### src/rcdc_pkg.sv
// Package for the calendar date counters: register offsets, field positions and limits.
package rcdc_pkg;

   // ==========================================================
   // Register offsets on the internal I/O bus.
   localparam logic [7:0] ADDR_DAY    = 8'he4;
   localparam logic [7:0] ADDR_PERIOD = 8'he5;
   localparam logic [7:0] ADDR_YEAR   = 8'he6;
   localparam logic [7:0] ADDR_HUNDR  = 8'he7;

   // ==========================================================
   // Field positions of the packed decimal digits.
   localparam int TENS_MSB = 7;
   localparam int TENS_LSB = 4;
   localparam int ONES_MSB = 3;
   localparam int ONES_LSB = 0;

   // ==========================================================
   // Count limits in binary; decimal limits are derived from these.
   localparam logic [7:0] DAY_FIRST    = 8'h01;
   localparam logic [7:0] DAY_MAX      = 8'h1f;
   localparam logic [7:0] PERIOD_FIRST = 8'h01;
   localparam logic [7:0] PERIOD_MAX   = 8'h0c;
   localparam logic [7:0] YEAR_MAX     = 8'h63;
   localparam logic [7:0] FEB_NUM      = 8'h02;
   localparam logic [7:0] DAYS_LONG    = 8'h1f;
   localparam logic [7:0] DAYS_SHORT   = 8'h1e;
   localparam logic [7:0] DAYS_FEB     = 8'h1c;
   localparam logic [7:0] DAYS_FEB_LP  = 8'h1d;

   // Host bus request carried as one bundle.
   typedef struct packed {
      logic       rd;
      logic       wr;
      logic [7:0] addr;
      logic [7:0] wdata;
   } rcdc_req_t;

   // Four calendar counts, always stored in binary.
   typedef struct packed {
      logic [7:0] day;
      logic [7:0] period;
      logic [7:0] year;
      logic [7:0] hundr;
   } rcdc_cal_t;

endpackage : rcdc_pkg

### src/rcdc_top.sv
// Calendar date counters: day of month, month, year and century with host access.
`timescale 1ns/1ps
`default_nettype none
module rcdc_top
   import rcdc_pkg::*;
(
   input  wire logic       CLK,
   input  wire logic       RST_N,
   input  wire logic       IO_RD,
   input  wire logic       IO_WR,
   input  wire logic [7:0] IO_ADDR,
   input  wire logic [7:0] IO_WDATA,
   input  wire logic       EDIT_PERMIT,
   input  wire logic       FORMAT_DEC,
   input  wire logic       DAY_CARRY,
   output var  logic [7:0] IO_RDATA,
   output var  logic       IO_HIT,
   output var  logic       CENTURY_CARRY
);

   // ==========================================================
   // Conversion helpers between stored binary and packed decimal, and the month length lookup.
   function automatic logic [7:0] to_dec(input logic [7:0] b);
      logic [7:0] t;
      t = 8'h00;
      t = b / 8'h0a;
      return {t[3:0], 4'((b % 8'h0a))};
   endfunction : to_dec

   function automatic logic [7:0] from_dec(input logic [7:0] d);
      return 8'((d[TENS_MSB:TENS_LSB] * 8'h0a) + {4'h0, d[ONES_MSB:ONES_LSB]});
   endfunction : from_dec

   function automatic logic [7:0] last_day(input logic [7:0] m, input logic [7:0] y);
      logic leap;
      leap = (y[1:0] == 2'b00);
      if (m == FEB_NUM) begin
         return leap ? DAYS_FEB_LP : DAYS_FEB;
      end else if (m == 8'h04 || m == 8'h06 || m == 8'h09 || m == 8'h0b) begin
         return DAYS_SHORT;
      end
      return DAYS_LONG;
   endfunction : last_day

   // ==========================================================
   // Calendar state and host answer.
   rcdc_req_t  req;
   rcdc_cal_t  cal;
   rcdc_cal_t  next_cal;
   logic [7:0] next_rdata;
   logic       next_hit;
   logic       next_carry;
   logic [7:0] wval;
   logic       dec_now;

   assign req     = '{rd: IO_RD, wr: IO_WR, addr: IO_ADDR, wdata: IO_WDATA};
   assign dec_now = FORMAT_DEC;

   // Next calendar value: host write while unlocked, else counting while locked.
   always_comb begin
      next_cal   = cal;
      next_carry = 1'b0;
      wval       = dec_now ? from_dec(req.wdata) : req.wdata;
      if (EDIT_PERMIT) begin
         if (req.wr) begin
            case (req.addr)
               ADDR_DAY:    next_cal.day    = wval;
               ADDR_PERIOD: next_cal.period = wval;
               ADDR_YEAR:   next_cal.year   = wval;
               ADDR_HUNDR:  next_cal.hundr  = wval;
               default:     next_cal        = cal;
            endcase
         end
      end else if (DAY_CARRY) begin
         if (cal.day >= last_day(cal.period, cal.year)) begin
            next_cal.day = DAY_FIRST;
            if (cal.period >= PERIOD_MAX) begin
               next_cal.period = PERIOD_FIRST;
               if (cal.year >= YEAR_MAX) begin
                  next_cal.year = 8'h00;
                  if (cal.hundr >= YEAR_MAX) begin
                     next_cal.hundr = 8'h00;
                     next_carry     = 1'b1;
                  end else begin
                     next_cal.hundr = cal.hundr + 8'h01;
                  end
               end else begin
                  next_cal.year = cal.year + 8'h01;
               end
            end else begin
               next_cal.period = cal.period + 8'h01;
            end
         end else begin
            next_cal.day = cal.day + 8'h01;
         end
      end
   end

   // Read data mux, always permitted regardless of the lock.
   always_comb begin
      next_hit   = 1'b1;
      next_rdata = 8'h00;
      case (req.addr)
         ADDR_DAY:    next_rdata = dec_now ? to_dec(cal.day) : cal.day;
         ADDR_PERIOD: next_rdata = dec_now ? to_dec(cal.period) : cal.period;
         ADDR_YEAR:   next_rdata = dec_now ? to_dec(cal.year) : cal.year;
         ADDR_HUNDR:  next_rdata = dec_now ? to_dec(cal.hundr) : cal.hundr;
         default:     next_hit   = 1'b0;
      endcase
      if (!req.rd) begin
         next_hit   = 1'b0;
         next_rdata = 8'h00;
      end
   end

   // Calendar flops carry no reset so that the date survives it.
   always_ff @(posedge CLK) begin
      cal <= next_cal;
   end

   // Bus answer and carry flops are reset for defined outputs.
   always_ff @(posedge CLK) begin
      if (!RST_N) begin
         IO_RDATA      <= 8'h00;
         IO_HIT        <= 1'b0;
         CENTURY_CARRY <= 1'b0;
      end else begin
         IO_RDATA      <= next_rdata;
         IO_HIT        <= next_hit;
         CENTURY_CARRY <= next_carry;
      end
   end
endmodule : rcdc_top
`default_nettype wire

### config.mk
export PLATFORM = sky130hd
export DESIGN_NAME = rcdc_top
export DESIGN_NICKNAME = d
export VERILOG_FILES = /design/src/rcdc_pkg.sv /design/src/rcdc_top.sv
export SDC_FILE = /design/constraint.sdc
export NUM_CORES = 1
export LEC_CHECK = 0
export ABC_AREA = 1
export BUFFER_PORTS_ARGS = -buffer_cell sky130_fd_sc_hd__buf_4
export CAP_MARGIN = 20
export CORE_MARGIN = 1.5
export CORE_UTILIZATION = 29
export CTS_CLUSTER_SIZE = 24
export DETAILED_ROUTE_END_ITERATION = 6
export GPL_TIMING_DRIVEN = 0
export SLEW_MARGIN = 10
export SYNTH_ARGS = -nofsm -noshare
export SYNTH_HDL_FRONTEND = slang
export SYNTH_SLANG_ARGS = --single-unit
### constraint.sdc
create_clock -name CLK -period 7.75 [get_ports CLK]
set_input_delay 0.3875 -clock CLK [delete_from_list [all_inputs] [get_ports CLK]]
set_output_delay 0.3875 -clock CLK [all_outputs]
set_load 0.03 [all_outputs]
After elaboration in Yosys (flattened, before gate mapping)
Index checks and enable logic that the tools add are counted.

operators by class
  reduce and logical (&&, ||, !) cells = 15
  $mul = 1
  $lt $le $gt $ge = 4
  add/sub/neg operators = 5
  bitwise gates (word level) = 5
  eq/ne operators = 14
  div/mod/pow operators = 8
  mux-type cells = 32

operators with widths
  cell                   count
  $mux W8                19
  $mux W32               3
  $add A8 B1 Y8 const B  4
  $div A8 B4 Y8 const B  4
  $eq A8 B8 Y1 const B   4
  $mod A8 B4 Y8 const B  4
  $pmux W8 S4            1
  $mux W24               1
  $eq A8 B3 Y1 const B   2
  $eq A8 B4 Y1 const B   2
  $ge A8 B7 Y1 const B   2
  $mux W16               1
  $add A8 B4 Y8          1
  $eq A8 B2 Y1 const B   1
  $ge A8 B4 Y1 const B   1
  $ge A8 B8 Y1           1
  $ne A2 B1 Y1 const B   4
  $reduce_bool A2 Y1     4
  $mul A4 B3 Y7 const B  1
  $mux W1                7
  $reduce_and A6 Y1      1
  $reduce_or A6 Y1       1
  $not A1 Y1             5
  $reduce_and A5 Y1      1
  other kinds (7)        9

word-level totals
  register bits after elaboration = 42
  bits of input ports = 23
  logic and storage cells = 91
  output and inout bits = 10

Longest topological paths before layout
  word-level depth = 15
  mapped depth = 32
  depth with buffers taken out = 32

Least setup slack after synthesis
No wires, ideal clock.

  path type = reg2reg
  from = reg cal[17] (netlist name)
  to = reg cal[0] (netlist name) (enable)
  setup time = 0.395 ns
  setup slack = 4.773 ns
  data required time = 7.355 ns
  arrival time = 2.582 ns
  clock period less this slack = 2.977 ns
  cell stages (with the launch flop) = 13
  buffers on the path = 0
  path through = edfxtp_1 -> inv_1 -> ha_1 -> o211ai_1 -> a21oi_1 -> nor2_1 -> ha_1 -> inv_1 -> a21boi_0 -> o21ai_0 -> nand3_1 -> nor2_1 -> nor4_1

on the way
  word-level cells in the longest chain between the ends = 14
  elaborated cells between the ends (all ways) = 21
  classes of those cells = order compare: 2; eq/ne: 5; mux: 8; reduce/logical: 6

RTL lines
  what                             line             RTL
  start: declaration               rcdc_top.sv:48   rcdc_cal_t cal;
  start signal: assignment         rcdc_top.sv:118  cal <= next_cal;
  $eq A8 B3 Y1                     rcdc_top.sv:39   end else if (m == 8'h04 || m == 8'h06 || m == 8'h09 || m == 8'h0b) begin
  $logic_or A1 B1 Y1 (3 in a row)  rcdc_top.sv:39
  $mux W1                          rcdc_top.sv:39
  $mux W1                          rcdc_top.sv:37   if (m == FEB_NUM) begin
  $mux W1                          rcdc_top.sv:74   end else if (DAY_CARRY) begin
  $mux W1                          rcdc_top.sv:64   if (EDIT_PERMIT) begin
  $mux W8                          rcdc_top.sv:42   return DAYS_LONG;
  $mux W8                          rcdc_top.sv:74
  $mux W8                          rcdc_top.sv:64
  $ge A8 B8 Y1                     rcdc_top.sv:75   if (cal.day >= last_day(cal.period, cal.year)) begin
  $reduce_bool A2 Y1 (no line)     -
  $reduce_and A6 Y1 (no line) *    -

Mark *: on every way between the ends. The rest lies on a longest branch, timed or not. The select of a mux whose other input is x is not followed.
A chain may end at the register's enable or synchronous reset.

Final worst setup path
  from = reg cal[17] (netlist name)
  to = reg cal[10] (netlist name) (enable)

on the way
  word-level cells in the longest chain between the ends = 14
  elaborated cells between the ends (all ways) = 21
  classes of those cells = order compare: 2; eq/ne: 5; mux: 8; reduce/logical: 6

RTL lines
  what                             line
  $eq A8 B3 Y1                     rcdc_top.sv:39
  $logic_or A1 B1 Y1 (3 in a row)  rcdc_top.sv:39
  $mux W1                          rcdc_top.sv:39
  $mux W1                          rcdc_top.sv:37
  $mux W1                          rcdc_top.sv:74
  $mux W1                          rcdc_top.sv:64
  $mux W8                          rcdc_top.sv:42
  $mux W8                          rcdc_top.sv:74
  $mux W8                          rcdc_top.sv:64
  $ge A8 B8 Y1                     rcdc_top.sv:75
  $reduce_bool A2 Y1 (no line)     -
  $reduce_and A5 Y1 (no line) *    -

Marks and branches as above.

==> impl_metrics.ini <==
[timing]
min_period_ns = 3.02
grt_setup_unrepaired = false
post-route-period-util = 0.390
report.final.hold_viol_count = 0
finalMaxSlewViolations = 0
setup-violations-final = 0
max_freq_ghz = 0.331
setup_tns_ns = 0
relSlewSlack = 0.247
tightest_slew_ns = 1.12
clock_skew_ns = 0.0109

[place]
port_buffers = 30
hpwl_um = 10200
post-place-cells = 920
place_congestion = 0.898

[clocking]
hold_buffers = 0
root_buffer = clkbuf_16
cts_buffers = 5
htree_levels = 2
postCtsSetupBuffers = 0
path_clk_slew_ns = 0.07
clock_latency_ns = 0.29
cts.sinks = 42
cts_tree = yes
cts.repair.resized = 0
cts_buffer_depth = 2

[drt]
vias = 4517
drc_errors = 0
wire_per_inst_um = 13.7
first_pass_iters = 5
viasPerCell = 4.87
drt_iter0_drc = 305
totalWireLength_um = 12700
ant_nets = 0

[pwr]
intPower_mw = 0.535
ir_drop_uv = 106
p_comb_frac = 0.344
switching_share = 0.347
pwr-share-clk = 0.333
power.switching_mw = 0.285
p_per_area_nw_per_um2 = 155
power_frac_seq = 0.323
leakage_nw = 2.55
finalPower_mw = 0.819

[setup_path]
r2r_slack_ns = 4.73
crit_path_start = cal[17]$_DFFE_PP_
setup.worst_path.end = cal[10]$_DFFE_PP_
cp-end-kind = register
path_max_fanout = 8
rr_startpoint = cal[17]$_DFFE_PP_
r2r_cells = 12
path_class = register to register
required_ns = 7.67
rr_endpoint = cal[10]$_DFFE_PP_
cp.arrival_ns = 2.94
cp-start-kind = register

[yosys]
netlist-cell-type-count = 44
synthCells = 678
synth.top_cells.by_count = nand2_1, inv_1, nand3_1
synthXorXnorAreaFrac = 0.0456
yosysMostFrequentCell = nand2_1
synth_edf_count = 32
muxShareOfSynthArea = 0
synth_top_family_by_area = simple AND/OR/NAND/NOR gates
yosys.area.top_type_share = 0.208
netlist_area_um2 = 4610
synth.area.top_cells = edfxtp_1, nand2_1, inv_1
synthAdderAreaFrac = 0.0738
synth.net_count = 727
synth_compound_area_frac = 0.165
ys_seq_area_frac = 0.252
synth_simple_gate_area_frac = 0.367
async_reset_ff_frac = 0
syn_area_per_cell_um2 = 6.80
synth_area_leader_cell = edfxtp_1
ys_warn_count = 0
synth_seq_cells = 42
synthFlopType = edfxtp_1

[hold_path]
hold_path_class = input port to register
holdPathStages = 3

[grt]
grt_max_degree = 14
grt_use_total = 0.157
grt_antenna_before_repair = 0
grt_overflow = 0
grt_pass1_wl_um = 20400
grt_pass1_vias = 4092

[floorplan]
die_area_um2 = 16700
initial_core_util = 0.300
rows = 45
io_pins = 33
core_area_um2 = 15400
die_x_um = 129
fp.dieH_um = 129

[final_layout]
num-nets-final = 765
antenna_cells = 0
final_cells = 928
final_layout_size_suffix_gt1_frac = 0.177
areaGrowthSynthToFinish_pct = 15.0

[run_status]
status = finished clean

[run]
cap_violations = 0
==> power by group through the flow <==
stage	sequential, mW	clock, mW	combinational, mW
2_1_floorplan	0.267	0	0.219
3_3_place_gp	0.269	0	0.275
3_5_place_dp	0.269	0	0.278
4_1_cts	0.264	0.275	0.280
5_1_grt	0.266	0.284	0.318
6_report	0.265	0.273	0.282
==> critical path, stage by stage (launching register included) <==
cell      delay [ns]
edfxtp_1        0.45
inv_1           0.23
ha_1            0.19
o211ai_1        0.09
a21oi_1         0.16
nor2_1          0.07
ha_1            0.26
inv_1           0.03
a21boi_0        0.14
o21ai_0         0.10
nand3_1         0.17
nand2_1         0.12
a21oi_1         0.64
==> sequential cells by signal, summed over array words and instances (netlist names) <==
register / cells
cal: 32
IO_RDATA: 8
CENTURY_CARRY: 1
IO_HIT: 1
==> logic make-up (layout without fill, tap and decap cells) <==
group | after synthesis | after routing
adder cells (fa/ha/maj) | 26 | 26
buffers and inverters | 119 | 158
XOR/XNOR | 24 | 24
AND/OR/NAND/NOR | 342 | 342
flip-flops | 42 | 42
AO/OA/AOI/OAI | 125 | 125
==> stage by stage <==
stage / utilization / cell area (um^2) / hold slack [ns] / setup slack (ns)
2_1_floorplan: - / 4610 / 0.531 / 4.77
3_3_place_gp: 0.332 / 5100 / 0.661 / 4.00
3_5_place_dp: 0.333 / 5110 / 0.661 / 4.73
4_1_cts: 0.345 / 5300 / 0.408 / 4.72
5_1_grt: 0.345 / 5300 / 0.419 / 4.51
6_report: 0.345 / 5300 / 0.421 / 4.73
==> per-layer routing <==
layer | part of all wire | up-vias | GRT usage | wire length [um]
met3 | 0.058 | 11 | 0.0235 | 743
met5 | 0 | - | 0 | 0
met4 | 0.014 | 0 | 0.0344 | 173
li1 | - | 2321 | - | -
met2 | 0.43 | 111 | 0.250 | 5490
met1 | 0.50 | 2074 | 0.223 | 6330
==> cell type report <==
cell class | instances | area (um^2)
plain buffers | 10 | 38.8
clock inverters | 3 | 63.8
inverters | 109 | 409
repair buffers | 31 | 233
clock buffers | 5 | 125
flip-flops and latches | 42 | 1160
multi-input cells | 517 | 3010
well taps | 211 | 264
fillers | 1642 | 10100
==> cell usage in the layout, fill, tap and decap left out, drive strengths merged, types with 2 or more instances in the layout <==
master	instances
xnor2	7
nand4	11
nor3	8
bufinv	2
edfxtp	32
nand3	75
o211ai	8
nor2	41
o2111ai	5
a21boi	4
a31oi	3
o21ai	57
a211o	2
a21oi	40
inv	105
clkinv	5
clkbuf	14
buf	32
xor2	17
nor4	3
fa	2
ha	24
nand2	202
dfxtp	10
==> how the worst min path moves through the flow <==
stage	from	to	slack, ns
floorplan	RST_N	CENTURY_CARRY$_SDFF_PP0_	0.53
finish	RST_N	CENTURY_CARRY$_SDFF_PP0_	0.42
global route	RST_N	CENTURY_CARRY$_SDFF_PP0_	0.42
detailed placement	cal[8]$_DFFE_PP_	cal[8]$_DFFE_PP_	0.66
CTS	RST_N	CENTURY_CARRY$_SDFF_PP0_	0.41
global placement	cal[0]$_DFFE_PP_	cal[0]$_DFFE_PP_	0.66
No activity file was read; power rests on OpenSTA's default activity.
